## src/rtl/sirq_pkg.sv

```systemverilog
// constants for the secondary interrupt control block
package sirq_pkg;
  localparam int ADDR_W = 28;
  localparam int DATA_W = 16;
  localparam logic [27:0] DSER_MASK_ADDR = 28'hb000096;
  localparam logic [27:0] LBAT_ROUTE_ADDR = 28'hb000098;
  localparam logic [27:0] SW_REQ_ADDR = 28'hb00009a;
  localparam logic [27:0] SYS2_STATUS_ADDR = 28'hb000200;
  localparam logic [27:0] SYS2_MASK_ADDR = 28'hb000206;
  localparam logic [27:0] EVT_STATUS_ADDR = 28'hb000300;
  localparam logic [27:0] EVT_ENABLE_ADDR = 28'hb000302;
  localparam logic [27:0] EVT_CLEAR_ADDR = 28'hb000304;
  localparam logic [15:0] DSER_MASK_BITS = 16'h0f00;
  localparam logic [15:0] LBAT_ROUTE_BITS = 16'h0001;
  localparam logic [15:0] SW_REQ_BITS = 16'h000f;
  localparam logic [15:0] SYS2_BITS = 16'h003f;
  localparam logic [15:0] EVT_BITS = 16'h003f;
  localparam logic [15:0] RESET_VALUE = 16'h0000;
  localparam int DSER_CTS_BIT = 11;
  localparam int DSER_RXERR_BIT = 10;
  localparam int DSER_RXDONE_BIT = 9;
  localparam int DSER_TXDONE_BIT = 8;
  localparam int LBAT_ROUTE_BIT = 0;
  localparam int SYS2_W = 6;
endpackage

```

## src/rtl/sirq_sync.sv

```systemverilog
// two flip-flop synchroniser for a vector of levels
`timescale 1ns/1ns
module sirq_sync #(
  parameter int WIDTH = 1
) (
  input wire logic clk,
  input wire logic reset,
  input wire logic [WIDTH-1:0] async_in,
  output logic [WIDTH-1:0] sync_out
);
  logic [WIDTH-1:0] stage1_reg;

  always_ff @(posedge clk) begin
    if (reset) begin
      stage1_reg <= '0;
      sync_out <= '0;
    end else begin
      stage1_reg <= async_in;
      sync_out <= stage1_reg;
    end
  end
endmodule

```

## src/rtl/sirq_top.sv

```systemverilog
// secondary interrupt control: masks, low battery routing, soft requests
//
// Decided for this implementation: the plain strobed port.
`timescale 1ns/1ns
module sirq_top
  import sirq_pkg::*;
(
  input wire logic clk,
  input wire logic reset,
  input wire logic [ADDR_W-1:0] addr,
  input wire logic [DATA_W-1:0] wdata,
  input wire logic wr_strobe,
  input wire logic rd_strobe,
  output logic [DATA_W-1:0] rdata,
  input wire logic clear_to_send_change,
  input wire logic serial_receive_error,
  input wire logic serial_receive_done,
  input wire logic serial_transmit_done,
  input wire logic low_battery_detect,
  input wire logic debug_serial_src,
  input wire logic infrared_src,
  input wire logic tick_counter_src,
  input wire logic host_signal_processor_src,
  input wire logic indicator_lamp_src,
  input wire logic long_timer_two_src,
  output logic debug_serial_irq,
  output logic level_zero_interrupt,
  output logic nmi_request,
  output logic [3:0] software_irq,
  output logic [SYS2_W-1:0] system_irq_second,
  output logic irq
);
  logic [DATA_W-1:0] debug_serial_irq_mask_reg;
  logic [DATA_W-1:0] low_battery_irq_routing_reg;
  logic [DATA_W-1:0] software_irq_request_reg;
  logic [DATA_W-1:0] system_irq_mask_second_reg;
  logic [DATA_W-1:0] evt_status_reg;
  logic [DATA_W-1:0] evt_enable_reg;
  logic [DATA_W-1:0] rdata_next;
  logic [DATA_W-1:0] system_irq_status_second;
  logic [DATA_W-1:0] evt_set;
  logic [SYS2_W-1:0] sys2_sync;
  logic [4:0] dser_sync;
  logic [SYS2_W-1:0] fwd_prev_reg;
  logic [DATA_W-1:0] sys2_word;

  function automatic logic hit(input logic [ADDR_W-1:0] a,
                               input logic [ADDR_W-1:0] b);
    hit = (a == b);
  endfunction

  sirq_sync #(.WIDTH(SYS2_W)) u_sys2_sync (
    .clk(clk),
    .reset(reset),
    .async_in({debug_serial_src, infrared_src, tick_counter_src,
               host_signal_processor_src, indicator_lamp_src,
               long_timer_two_src}),
    .sync_out(sys2_sync)
  );

  sirq_sync #(.WIDTH(5)) u_dser_sync (
    .clk(clk),
    .reset(reset),
    .async_in({clear_to_send_change, serial_receive_error,
               serial_receive_done, serial_transmit_done,
               low_battery_detect}),
    .sync_out(dser_sync)
  );

  // pending flags follow their sources through the two-flop synchroniser
  assign sys2_word = {{(DATA_W-SYS2_W){1'b0}}, sys2_sync};
  assign system_irq_status_second = sys2_word & SYS2_BITS;

  always_ff @(posedge clk) begin
    if (reset) begin
      debug_serial_irq_mask_reg <= RESET_VALUE;
      low_battery_irq_routing_reg <= RESET_VALUE;
      software_irq_request_reg <= RESET_VALUE;
      system_irq_mask_second_reg <= RESET_VALUE;
      evt_enable_reg <= RESET_VALUE;
    end else if (wr_strobe) begin
      if (hit(addr, DSER_MASK_ADDR))
        debug_serial_irq_mask_reg <= wdata & DSER_MASK_BITS;
      if (hit(addr, LBAT_ROUTE_ADDR))
        low_battery_irq_routing_reg <= wdata & LBAT_ROUTE_BITS;
      if (hit(addr, SW_REQ_ADDR))
        software_irq_request_reg <= wdata & SW_REQ_BITS;
      if (hit(addr, SYS2_MASK_ADDR))
        system_irq_mask_second_reg <= wdata & SYS2_BITS;
      if (hit(addr, EVT_ENABLE_ADDR))
        evt_enable_reg <= wdata & EVT_BITS;
    end
  end

  // read data, one cycle after the strobe; status address takes no write
  always_comb begin
    rdata_next = '0;
    if (rd_strobe) begin
      if (hit(addr, DSER_MASK_ADDR))
        rdata_next = debug_serial_irq_mask_reg;
      else if (hit(addr, LBAT_ROUTE_ADDR))
        rdata_next = low_battery_irq_routing_reg;
      else if (hit(addr, SW_REQ_ADDR))
        rdata_next = software_irq_request_reg;
      else if (hit(addr, SYS2_STATUS_ADDR))
        rdata_next = system_irq_status_second;
      else if (hit(addr, SYS2_MASK_ADDR))
        rdata_next = system_irq_mask_second_reg;
      else if (hit(addr, EVT_STATUS_ADDR))
        rdata_next = evt_status_reg;
      else if (hit(addr, EVT_ENABLE_ADDR))
        rdata_next = evt_enable_reg;
    end
  end

  always_ff @(posedge clk) begin
    if (reset)
      rdata <= '0;
    else
      rdata <= rdata_next;
  end

  // forwarded requests
  always_ff @(posedge clk) begin
    if (reset) begin
      debug_serial_irq <= 1'b0;
      level_zero_interrupt <= 1'b0;
      nmi_request <= 1'b0;
      software_irq <= 4'h0;
      system_irq_second <= '0;
    end else begin
      debug_serial_irq <=
        (dser_sync[4] & debug_serial_irq_mask_reg[DSER_CTS_BIT]) |
        (dser_sync[3] & debug_serial_irq_mask_reg[DSER_RXERR_BIT]) |
        (dser_sync[2] & debug_serial_irq_mask_reg[DSER_RXDONE_BIT]) |
        (dser_sync[1] & debug_serial_irq_mask_reg[DSER_TXDONE_BIT]);
      level_zero_interrupt <= dser_sync[0] &
        low_battery_irq_routing_reg[LBAT_ROUTE_BIT];
      nmi_request <= dser_sync[0] &
        ~low_battery_irq_routing_reg[LBAT_ROUTE_BIT];
      software_irq <= software_irq_request_reg[3:0];
      system_irq_second <= system_irq_status_second[SYS2_W-1:0] &
        system_irq_mask_second_reg[SYS2_W-1:0];
    end
  end

  // sticky events: rising edges of the forwarded system_irq_second requests
  always_ff @(posedge clk) begin
    if (reset) begin
      fwd_prev_reg <= '0;
    end else begin
      fwd_prev_reg <= system_irq_second;
    end
  end

  assign evt_set = {{(DATA_W-SYS2_W){1'b0}},
                    system_irq_second & ~fwd_prev_reg};

  always_ff @(posedge clk) begin
    if (reset)
      evt_status_reg <= RESET_VALUE;
    else if (wr_strobe && hit(addr, EVT_CLEAR_ADDR))
      evt_status_reg <= ((evt_status_reg & ~wdata) | evt_set) & EVT_BITS;
    else
      evt_status_reg <= (evt_status_reg | evt_set) & EVT_BITS;
  end

  assign irq = |(evt_status_reg & evt_enable_reg);

  // a status read returns the synchronised source levels
  sys2_mirror_a: assert property (@(posedge clk) disable iff (reset)
    (rd_strobe && addr == SYS2_STATUS_ADDR) |=>
      rdata == {10'h000, $past(sys2_sync)})
    else $error("status read does not mirror sources");

  fwd_gate_a: assert property (@(posedge clk) disable iff (reset)
    ##1 system_irq_second ==
      $past(sys2_sync & system_irq_mask_second_reg[5:0]))
    else $error("forwarded request not gated by mask");

  route_nmi_a: assert property (@(posedge clk) disable iff (reset)
    (dser_sync[0] && !low_battery_irq_routing_reg[0]) |=> nmi_request)
    else $error("low battery not sent as nmi");

  route_level_zero_interrupt_a: assert property (@(posedge clk) disable iff (reset)
    (dser_sync[0] && low_battery_irq_routing_reg[0]) |=>
      (level_zero_interrupt && !nmi_request))
    else $error("low battery not sent as level zero");

  soft_write_a: assert property (@(posedge clk) disable iff (reset)
    (wr_strobe && addr == SW_REQ_ADDR) |=> ##1 software_irq == $past(wdata[3:0], 2))
    else $error("software request not taken");

  reserved_zero_a: assert property (@(posedge clk) disable iff (reset)
    (debug_serial_irq_mask_reg & ~DSER_MASK_BITS) == 16'h0000 &&
    (low_battery_irq_routing_reg & ~LBAT_ROUTE_BITS) == 16'h0000)
    else $error("reserved bit set");

  cts_mask_a: assert property (@(posedge clk) disable iff (reset)
    (dser_sync[4] && debug_serial_irq_mask_reg[11]) |=> debug_serial_irq)
    else $error("cts change not forwarded");

  dser_block_a: assert property (@(posedge clk) disable iff (reset)
    (debug_serial_irq_mask_reg[11:8] == 4'h0) |=> !debug_serial_irq)
    else $error("masked serial interrupt forwarded");

  sys2_mask_a: assert property (@(posedge clk) disable iff (reset)
    (system_irq_mask_second_reg == 16'h0000) |=> system_irq_second == '0)
    else $error("masked system source forwarded");

  rxerr_mask_a: assert property (@(posedge clk) disable iff (reset)
    (dser_sync[3] && debug_serial_irq_mask_reg[10]) |=> debug_serial_irq)
    else $error("receive error not forwarded");

  rxdone_mask_a: assert property (@(posedge clk) disable iff (reset)
    (dser_sync[2] && debug_serial_irq_mask_reg[9]) |=> debug_serial_irq)
    else $error("receive done not forwarded");

  txdone_mask_a: assert property (@(posedge clk) disable iff (reset)
    (dser_sync[1] && debug_serial_irq_mask_reg[8]) |=> debug_serial_irq)
    else $error("transmit done not forwarded");

  dser_quiet_a: assert property (@(posedge clk) disable iff (reset)
    !((dser_sync[4] && debug_serial_irq_mask_reg[11]) ||
      (dser_sync[3] && debug_serial_irq_mask_reg[10]) ||
      (dser_sync[2] && debug_serial_irq_mask_reg[9]) ||
      (dser_sync[1] && debug_serial_irq_mask_reg[8])) |=> !debug_serial_irq)
    else $error("serial interrupt without enabled source");

  dser_take_a: assert property (@(posedge clk) disable iff (reset)
    (wr_strobe && addr == DSER_MASK_ADDR) |=>
      debug_serial_irq_mask_reg[11:8] == $past(wdata[11:8]))
    else $error("serial mask write not taken");

  route_take_a: assert property (@(posedge clk) disable iff (reset)
    (wr_strobe && addr == LBAT_ROUTE_ADDR) |=>
      low_battery_irq_routing_reg[0] == $past(wdata[0]))
    else $error("routing write not taken");

  lbat_idle_a: assert property (@(posedge clk) disable iff (reset)
    !dser_sync[0] |=> (!nmi_request && !level_zero_interrupt))
    else $error("low battery request without detection");

  route_excl_a: assert property (@(posedge clk) disable iff (reset)
    !(nmi_request && level_zero_interrupt))
    else $error("low battery sent both ways");

  soft_hold_a: assert property (@(posedge clk) disable iff (reset)
    !(wr_strobe && addr == SW_REQ_ADDR) |=> ##1 $stable(software_irq))
    else $error("software request changed without write");

  // pending bits follow their pins two edges late, once out of reset
  dser_pend_a: assert property (@(posedge clk) disable iff (reset)
    !$past(reset, 2) |->
      system_irq_status_second[5] == $past(debug_serial_src, 2))
    else $error("debug serial pending bit wrong");

  ir_pend_a: assert property (@(posedge clk) disable iff (reset)
    !$past(reset, 2) |->
      system_irq_status_second[4] == $past(infrared_src, 2))
    else $error("infrared pending bit wrong");

  tick_pend_a: assert property (@(posedge clk) disable iff (reset)
    !$past(reset, 2) |->
      system_irq_status_second[3] == $past(tick_counter_src, 2))
    else $error("tick counter pending bit wrong");

  hsp_pend_a: assert property (@(posedge clk) disable iff (reset)
    !$past(reset, 2) |->
      system_irq_status_second[2] == $past(host_signal_processor_src, 2))
    else $error("signal processor pending bit wrong");

  lamp_pend_a: assert property (@(posedge clk) disable iff (reset)
    !$past(reset, 2) |->
      system_irq_status_second[1] == $past(indicator_lamp_src, 2))
    else $error("indicator lamp pending bit wrong");

  timer_pend_a: assert property (@(posedge clk) disable iff (reset)
    !$past(reset, 2) |->
      system_irq_status_second[0] == $past(long_timer_two_src, 2))
    else $error("long timer two pending bit wrong");

  dser_rsvd_a: assert property (@(posedge clk) disable iff (reset)
    (rd_strobe && addr == DSER_MASK_ADDR) |=>
      (rdata & ~DSER_MASK_BITS) == 16'h0000)
    else $error("serial mask reserved bit read as one");

  lbat_rsvd_a: assert property (@(posedge clk) disable iff (reset)
    (rd_strobe && addr == LBAT_ROUTE_ADDR) |=>
      (rdata & ~LBAT_ROUTE_BITS) == 16'h0000)
    else $error("routing reserved bit read as one");

  soft_rsvd_a: assert property (@(posedge clk) disable iff (reset)
    (rd_strobe && addr == SW_REQ_ADDR) |=>
      (rdata & ~SW_REQ_BITS) == 16'h0000)
    else $error("software request reserved bit read as one");

  mask2_rsvd_a: assert property (@(posedge clk) disable iff (reset)
    (rd_strobe && addr == SYS2_MASK_ADDR) |=>
      (rdata & ~SYS2_BITS) == 16'h0000)
    else $error("system mask reserved bit read as one");

  unmapped_rd_a: assert property (@(posedge clk) disable iff (reset)
    (rd_strobe && addr[27:4] == 24'hb0000a) |=> rdata == 16'h0000)
    else $error("unmapped read not zero");

  mask_take_a: assert property (@(posedge clk) disable iff (reset)
    (wr_strobe && addr == SYS2_MASK_ADDR) |=>
      system_irq_mask_second_reg == ($past(wdata) & SYS2_BITS))
    else $error("system mask write not taken");

  status_wr_a: assert property (@(posedge clk) disable iff (reset)
    (wr_strobe && addr == SYS2_STATUS_ADDR) |=>
      ($stable(debug_serial_irq_mask_reg) &&
       $stable(low_battery_irq_routing_reg) &&
       $stable(software_irq_request_reg) &&
       $stable(system_irq_mask_second_reg)))
    else $error("status write disturbed a register");

  evt_sticky_a: assert property (@(posedge clk) disable iff (reset)
    (evt_set != 16'h0000) |=>
      (evt_status_reg & $past(evt_set)) == $past(evt_set))
    else $error("forwarded edge not latched");

  evt_clear_a: assert property (@(posedge clk) disable iff (reset)
    (wr_strobe && addr == EVT_CLEAR_ADDR && evt_set == 16'h0000) |=>
      (evt_status_reg & $past(wdata)) == 16'h0000)
    else $error("event clear not taken");

  reset_out_a: assert property (@(posedge clk)
    reset |=> (rdata == 16'h0000 && software_irq == 4'h0 &&
      system_irq_second == '0 && !debug_serial_irq &&
      !level_zero_interrupt && !nmi_request && !irq))
    else $error("request forwarded out of reset");
endmodule

```

## config.mk

```make
export PLATFORM = sky130hd
export DESIGN_NAME = sirq_top
export DESIGN_NICKNAME = d
export VERILOG_FILES = /design/src/rtl/sirq_pkg.sv /design/src/rtl/sirq_sync.sv /design/src/rtl/sirq_top.sv
export SDC_FILE = /design/constraint.sdc
export NUM_CORES = 1
export LEC_CHECK = 0
export ABC_AREA = 1
export BUFFER_PORTS_ARGS = -buffer_cell sky130_fd_sc_hd__buf_4
export CAP_MARGIN = 40
export CORE_ASPECT_RATIO = 0.5
export CORE_MARGIN = 5
export CORE_UTILIZATION = 40
export DETAILED_ROUTE_END_ITERATION = 16
export PLACE_DENSITY_LB_ADDON = 0.3
export REMOVE_ABC_BUFFERS = 1
export SYNTH_ARGS = -nofsm -noshare
export SYNTH_HDL_FRONTEND = slang
export SYNTH_SLANG_ARGS = --single-unit
```

## constraint.sdc

```tcl
create_clock -name clk -period 1.7 [get_ports clk]
set_clock_uncertainty 0.05 [all_clocks]
set_input_delay 0.17 -clock clk [delete_from_list [all_inputs] [get_ports clk]]
set_output_delay 0.17 -clock clk [all_outputs]
set_load 0.01 [all_outputs]
```

# == Word-level counts from Yosys, hierarchy flattened ==
# Index checks and enable logic that the tools add are counted.
# word_totals
wordCells,68
input_bits,59
reg_bits,84
output_inout_bits,30
# op_classes
n_reduce_logical,12
eq_ne,8
bitwise_logic,19
n_mux,8
# ops
operator,n
$eq 28x28->1 const B,8
$mux 12,4
$and 6x6->6,4
$mux 6,4
$reduce_or 16->1,1
$not 6->6,2
$or 6x6->6,2
$reduce_and 2->1,5
$reduce_or 7->1,1
$and 1x1->1,6
$reduce_or 5->1,1
$reduce_or 4->1,1
$or 1x1->1,3
$reduce_or 3->1,1
$not 1->1,2
$reduce_or 2->1,1
$logic_and 1x1->1,1

# == Depth between registers and ports, before layout ==
# Gate-level depths: netlist of the first run.
# logic_depth
depth_word,8
depth_mapped,12
depth_no_buf,12

# == Modules after synthesis ==
# From an unflattened synthesis of the first run, not the netlist that was laid out.
# unflattened
cells_unflattened,426
area_unflattened_um2,3130.5
# by_module_without_submodules
module,cells_each,area_each_um2,seq_area_each_um2,n_inst
sirq_top,358,2502.4,1121.1,1
sirq_sync at u_sys2_sync,37,341.6,240.2,1
sirq_sync at u_dser_sync,31,286.5,200.2,1

# == Worst setup path before layout of the first run ==
# Ideal clock, no wire load.
# synth_timing
path_kind,in2reg
startpoint,input addr[20]
endpoint,register rdata[4]
slack_ns,0.339
setup_ns,0.118
arrival_ns,1.194
path_buffers,0
t_required_ns,1.532
cell_stages,10
path_cell_list,inv_1 -> nand2_1 -> nor2_2 -> nand3_4 -> nor2_4 -> nand2_1 -> nor3_2 -> nor2_1 -> nand2_1 -> nor3b_2
# synth_between
elab_chain_cells,5
word_cells_on_any_way,12
classes_between,eq/ne (7); mux (4); reduce/logical (1)
# synth_lines
element,line,text
"start, declared",sirq_top.sv:10,"input wire logic [ADDR_W-1:0] addr,"
$eq 28x28->1,sirq_top.sv:49,hit = (a == b);
$mux 6,sirq_top.sv:111,"else if (hit(addr, EVT_ENABLE_ADDR))"
$mux 6,sirq_top.sv:109,"else if (hit(addr, EVT_STATUS_ADDR))"
$mux 6,sirq_top.sv:107,"else if (hit(addr, SYS2_MASK_ADDR))"
$mux 12,sirq_top.sv:105,"else if (hit(addr, SYS2_STATUS_ADDR))"
"end signal, assigned",sirq_top.sv:120,rdata <= rdata_next;
"end, declared",sirq_top.sv:14,"output logic [DATA_W-1:0] rdata,"
# Parallel ways exist; a longest one is shown, timed or not.
# A chain may end at the register's enable or synchronous reset.

# == Worst setup path in the final report of the first run ==
# layout_timing
startpoint,register evt_status_reg[0]
endpoint,output irq
# layout_between
elab_chain_cells,2
# layout_lines
element,line,text
"start, declared",sirq_top.sv:37,logic [DATA_W-1:0] evt_status_reg;
"start signal, assigned",sirq_top.sv:163,evt_status_reg <= ((evt_status_reg & ~wdata) | evt_set) & EVT_BITS;
"start signal, assigned",sirq_top.sv:165,evt_status_reg <= (evt_status_reg | evt_set) & EVT_BITS;
$and 6x6->6,sirq_top.sv:168,assign irq = |(evt_status_reg & evt_enable_reg);
$reduce_or 16->1,sirq_top.sv:168,
"end, declared",sirq_top.sv:31,output logic irq
# No other way between the ends.

==> summary.txt, run 1 <==
Worst setup path
  – Critical path class: register to primary output
  – Arrival @ worst endpoint: 1370 ps
  – Startpoint Class: register
  – CP Capture Type: primary output
  – Worst EP required: 1480 ps
  – Crit path max fanout: 3

Pwr
  – Switching share of power: 0.1978
  – Logic gate share of total power: 0.062
  – Leak pwr: 2.069 nW
  – Register share of total power: 0.452
  – PwrDens: 939.9 nW/um^2
  – Clock share of power: 0.486
  – Switching power: 0.8143 mW
  – Worst vdd ir: 550.0 uV
  – Pint: 3.303 mW

Placement
  – Dpl cell area: 3944 sq um
  – Gp weighted congestion: 0.8773
  – Post-DP HPWL: 5656 microns
  – Port Buf Inserts: 76
  – Dpl cells: 611

Detailed routing
  – Vias: 2854
  – Detailed Route WL: 7475 microns
  – DRT iter0 DRCs: 126
  – Routed Antenna Nets: 0
  – Drt first pass iters: 4
  – # DRC: 0
  – Wire per inst: 11.70 microns
  – Vias per cell: 4.466

Die
  – Die H: 73.25 microns
  – Initial Util: 0.4059
  – Row count: 23
  – Core Footprint: 7885 sq um
  – # IOs: 89
  – Die width: 136.5 microns
  – Die area: 9999 sq um

Synthesis
  – Synth Warn #: 0
  – Gate count after technology mapping: 419
  – Area of the mapped netlist: 3201 sq um
  – Syn_area_per_cell: 7.639 sq um
  – Synth Area in Adders: 0
  – Compound-Gate Fraction of Synth Area: 0.09969
  – Post-synthesis simple-gate area fraction: 0.2842
  – Post-synth cell types: 35
  – Yosys reg bits: 78
  – Main combinational cell family by area after synthesis: simple AND/OR/NAND/NOR gates
  – Synth Area in XOR/XNOR: 0
  – Sequential area share after synthesis: 0.4879
  – Multiplexer area fraction after synthesis: 0

Clock tree
  – Root Buffer: clkbuf_16
  – Longest Clk Path Bufs: 2
  – Clk_lat worst skew: 330 ps
  – Clock Sinks: 78
  – CTS tree: built
  – Inserted Clock Buffers: 9
  – Clock slew at reported path FFs: 60 ps
  – CTS H-Tree Depth: 3

Final layout
  – Max reg flops: 10
  – Nets: 581
  – Layout Cells excl Fill: 639
  – Synth-to-Final Area Change: 36.86%
  – Layout cells sized above 1: 0.2467
  – Filler Cell Count: 770
  – Largest Register: rdata
  – Commonest non-fill, non-tap cell in the layout: buf_4
  – Final instance area: 4380 sq um
  – Ant. Diodes: 0
  – Most frequent cells in the layout: buf_4 (91), dfxtp_1 (78), inv_1 (77), nor2_1 (59), nand2_1 (51)

Global route
  – GRT overflow: 0
  – Total GRT Usage: 0.1597
  – Number of global-route vias before repair: 2666
  – First-pass GRT wire length: 12290 microns
  – Initial antenna violation count: 0
  – Largest net degree at the start of global routing: 42

STA
  – RSZ-0062 raised after global routing: no
  – Peak Freq: 630.1 MHz
  – Final Setup Violations: 0
  – Final period util: 0.9335
  – Final Slew Violations: 0
  – Final hold vios: 0
  – Post-layout min period: 1587 ps
  – Setup TNS: 0 ps
  – Worst hold slack: 18.07 ps

Worst hold path
  – Class of the worst hold path: primary input to register

Status
  – Status: finished clean

Job
  – Max_cap viols: 0
[what timing repair did]
action,CTS,global route
hold buffers,12,0
gates resized for setup,0,0
endpoints found under the hold margin,12,0
buffers inserted,0,0
[logic make-up after synthesis]
family                 Yosys count
AOI/OAI and AO/OA               60
buffers and inverters           98
DFF                             78
other                            1
and+or+nand+nor                182
[final timing paths]
path                                                 endpoint                       from  cells past startpoint  slack [ps]
worst max-delay path                                      irq          evt_status_reg[0]                      5         110
worst min-delay path            debug_serial_irq_mask_reg[10]                  wdata[10]                      3          20
worst max register to register                       rdata[0]          evt_enable_reg[0]                      8         600
worst min register to register        u_sys2_sync.sync_out[0]  u_sys2_sync.stage1_reg[0]                      2         350
[metrics by stage]
stage,setup slack [ps],utilization,power [mW]
2_1_floorplan,338.6,-,1.988
6_report,113.1,0.5555,4.117
5_1_grt,36.64,0.5555,4.271
3_3_place_gp,55.96,0.5002,2.128
4_1_cts,81.06,0.5555,4.175
3_5_place_dp,25.22,0.5002,2.134
[cell usage after synthesis (all sizes together)]
cell    number  area share
clkinv       4      0.0047
nor4         2      0.0039
o21ai       31       0.048
nand4       12       0.023
a41oi        1      0.0027
nand3       27       0.053
dfxtp       78        0.49
clkbuf       6      0.0070
a31oi        1      0.0020
o21bai       1      0.0023
a221oi       1      0.0027
buf         10       0.024
inv         78       0.091
nor2        73        0.11
conb         1      0.0012
nor3        10       0.017
nand2       54       0.067
a21oi       19       0.030
o22ai        6       0.012
nor3b        3       0.010
and3         1      0.0020
[worst max-delay path, cell delays in order, from the launching register on]
cell and delay, ps:
dfxtp_1 320, nand2_1 80, nand2_1 60, a221oi_1 240, nand3_1 160, buf_4 170
[power groups by stage]
| stage | clock network [mW] | logic [mW] | registers [mW] |
|---|---|---|---|
| after floorplan | 0 | 0.0886 | 1.90 |
| after global placement | 0 | 0.228 | 1.90 |
| after detailed placement | 0 | 0.233 | 1.90 |
| after CTS | 2.06 | 0.256 | 1.86 |
| after global routing | 2.13 | 0.281 | 1.86 |
| final | 2.00 | 0.254 | 1.86 |
[area by class of cell]
class / instances / area [sq um] / area share
clock inverters: 4 / 70.07 / 0.01600
inverters: 82 / 307.8 / 0.07027
well taps: 112 / 140.1 / 0.03199
multi-input cells: 248 / 1251 / 0.2856
clock buffers: 12 / 246.5 / 0.05627
flip-flops and latches: 78 / 1562 / 0.3565
repair buffers: 103 / 803.3 / 0.1834
[per-layer routing]
layer / share of wire / wire (microns) / track usage / vias up
met4: 0.0091 / 68 / 0.04134 / 0
met3: 0.073 / 547 / 0.06361 / 4
met1: 0.46 / 3465 / 0.2026 / 1267
met2: 0.45 / 3394 / 0.2563 / 61
met5: 0 / 0 / 0 / -
li1: - / - / - / 1522
(Power assumes the default switching activity.)
==> run 2: changes to the inputs <==
SYNTH_HIERARCHICAL = 1   (was not set)
==> summary.txt, run 2 <==
Status
  – Status: finished clean

Placement
  – Gp weighted congestion: 0.8921 (+1.7%)
  – Dpl cells: 611 (unchanged)
  – Dpl cell area: 3841 sq um (-2.6%)
  – Port Buf Inserts: 76 (unchanged)
  – Placement-stage worst setup slack: 84.71 ps (+59.49 ps)
  – Post-DP HPWL: 5287 microns (-6.5%)

Detailed routing
  – Routed Antenna Nets: 0 (unchanged)
  – Vias: 2853 (-0.035%)
  – Detailed Route WL: 7130 microns (-4.6%)
  – Wire per inst: 11.21 microns (-4.2%)
  – DRT iter0 DRCs: 188 (+49%)
  – # DRC: 0 (unchanged)
  – Drt first pass iters: 4 (unchanged)
  – Vias per cell: 4.486 (+0.44%)

Die
  – Die area: 9803 sq um (-2.0%)
  – # IOs: 89 (unchanged)
  – Die width: 135.1 microns (-1.0%)
  – Core Footprint: 7460 sq um (-5.4%)
  – Row count: 22 (-4.3%)
  – Initial Util: 0.4197 (+0.01375)
  – Die H: 72.56 microns (-0.95%)

Clock tree
  – Clock slew at reported path FFs: 60 ps (about the same)
  – Longest Clk Path Bufs: 2 (unchanged)
  – CTS tree: built
  – Inserted Clock Buffers: 9 (unchanged)
  – Clk_lat worst skew: 330 ps (about the same)
  – CTS resizes: 0 (unchanged)
  – Clock Sinks: 78 (unchanged)
  – Root Buffer: clkbuf_16
  – CTS H-Tree Depth: 3 (unchanged)

Final layout
  – Layout Cells excl Fill: 636 (-0.47%)
  – Commonest non-fill, non-tap cell in the layout: buf_4
  – Final core occ: 0.5715 (+0.01592)
  – Nets: 582 (+0.17%)
  – Ant. Diodes: 0 (unchanged)
  – Most frequent cells in the layout: buf_4 (85), nand2_1 (80), dfxtp_1 (78), inv_1 (73), nor2_1 (73)
  – Largest Register: rdata
  – Synth-to-Final Area Change: 36.17%
  – Final instance area: 4263 sq um (-2.7%)
  – Max reg flops: 10 (unchanged)
  – Layout cells sized above 1: 0.2311 (-0.01562)

Synthesis
  – Most frequent cell after synthesis: nand2_1
  – Synth Area in XOR/XNOR: 0 (unchanged)
  – Syn_area_per_cell: 7.349 sq um (-3.8%)
  – Post-synth top cells: nand2_1 (80), dfxtp_1 (78), inv_1 (73), nor2_1 (73), nand3_1 (27)
  – Area of the mapped netlist: 3131 sq um (-2.2%)
  – Top_reg_cell synth: dfxtp_1
  – Share of the synthesized area in the top cell type: 0.4988 (+0.01092)
  – Synth Warn #: 6 (+6)
  – Largest area contributor in the netlist: dfxtp_1
  – Post-synth cell types: 25 (-29%)
  – Multiplexer area fraction after synthesis: 0 (unchanged)
  – Asr flop ratio synth: 0 (unchanged)
  – Main combinational cell family by area after synthesis: simple AND/OR/NAND/NOR gates
  – Yosys reg bits: 78 (unchanged)
  – Synth top area cells: dfxtp_1 (50%), nand2_1 (9.6%), inv_1 (8.8%), nor2_1 (8.8%), nand3_1 (4.3%)
  – Post-synth EDFFs: 0 (unchanged)
  – Compound-Gate Fraction of Synth Area: 0.07994 (-0.01975)
  – Synth Area in Adders: 0 (unchanged)
  – Post-synthesis simple-gate area fraction: 0.2930 (+0.008759)
  – Sequential area share after synthesis: 0.4988 (+0.01092)
  – Gate count after technology mapping: 426 (+1.7%)

Global route
  – GRT overflow: 0 (unchanged)
  – Number of global-route vias before repair: 2638 (-1.1%)
  – First-pass GRT wire length: 11780 microns (-4.2%)
  – Initial antenna violation count: 0 (unchanged)
  – Largest net degree at the start of global routing: 52 (+24%)
  – Total GRT Usage: 0.1502 (-0.009483)

Worst setup path
  – Startpoint Class: register
  – R2r setup slk: 800 ps (+200 ps)
  – Crit path max fanout: 3 (unchanged)
  – Arrival @ worst endpoint: 1300 ps (-70 ps)
  – Crit path to: irq
  – Critical path class: register to primary output
  – CP Launch Point: evt_status_reg[5]
  – Worst r2r src: system_irq_mask_second_reg[3]
  – Reg2Reg Capture Point: rdata[3]
  – R2R depth: 4 (-4)
  – CP Capture Type: primary output
  – Worst EP required: 1480 ps (about the same)

STA
  – Setup TNS: 0 ps (unchanged)
  – Worst hold slack: 3.055 ps (-15.02 ps)
  – Final Setup Violations: 0 (unchanged)
  – Final period util: 0.8962 (-0.03726)
  – Slew @ Worst Pin: 510.9 ps
  – Peak Freq: 656.3 MHz (+4.2%)
  – Post-layout min period: 1524 ps (-63.34 ps)
  – RSZ-0062 raised after global routing: no
  – Final Slew Violations: 0 (unchanged)
  – Setup WS post-layout: 176.4 ps (+63.34 ps)
  – Final hold vios: 0 (unchanged)
  – Slew margin rel.: 0.6594

Pwr
  – Leak pwr: 2.029 nW (-1.9%)
  – PwrDens: 977.3 nW/um^2 (+4.0%)
  – Worst vdd ir: 679.1 uV (+23%)
  – Total power: 4.166 mW (+1.2%)

Job
  – Max_cap viols: 0 (unchanged)

Worst hold path
  – Class of the worst hold path: primary input to register
-- run 2: metal layers --
metal  GRT usage  up-vias  wire, microns
met4     0.04358        0             48
met2      0.2456       86           3105
met3     0.04848        4            666
met5           0        -              0
met1      0.1921     1265           3310
li1            -     1498              -
-- run 2: cells by family (layout without fill, tap and decap cells) --
logic type / Yosys count / in the layout
simple gates: 207 / 207
buf+inv: 93 / 190
flops: 78 / 78
compound gates: 47 / 47
other cells: 1 / 6
-- run 2: where the power goes --
part	internal [mW]	switching (mW)	total (mW)
combinational	0.119	0.114	0.233
clock	1.33	0.738	2.07
sequential	1.85	0.00748	1.86
-- run 2: cell type report --
| cell class | count | area (sq um) |
|---|---|---|
| Fill cell | 677 | 3197 |
| Sequential cell | 78 | 1562 |
| Multi-Input combinational cell | 260 | 1190 |
| Timing Repair Buffer | 95 | 748.2 |
| Inverter | 79 | 296.5 |
| Clock buffer | 10 | 239.0 |
| Tap cell | 108 | 135.1 |
| Clock inverter | 6 | 92.59 |
-- run 2: worst max-delay path, cell delays in order, from the launching register on --
cell	delay (ps)
dfxtp_1	320
nand2_1	80
nand2_1	70
a221oi_1	220
nand3_1	130
buf_4	160
-- run 2: worst min path at each step --
stage	endpoint	depth (start not counted)	startpoint
3_5_place_dp	u_sys2_sync/stage1_reg[1]	3	indicator_lamp_src
4_1_cts	u_sys2_sync/stage1_reg[4]	3	infrared_src
6_report	u_sys2_sync/stage1_reg[4]	3	infrared_src
5_1_grt	u_sys2_sync/stage1_reg[5]	3	debug_serial_src
2_1_floorplan	low_battery_irq_routing_reg[0]	1	reset
3_3_place_gp	u_sys2_sync/stage1_reg[4]	3	infrared_src
-- run 2: timing repair --
action	4_1_cts	5_1_grt
setup endpoints to repair	0	0
hold buffers	9	0
hold endpoints to repair	9	0
buffers inserted	0	0
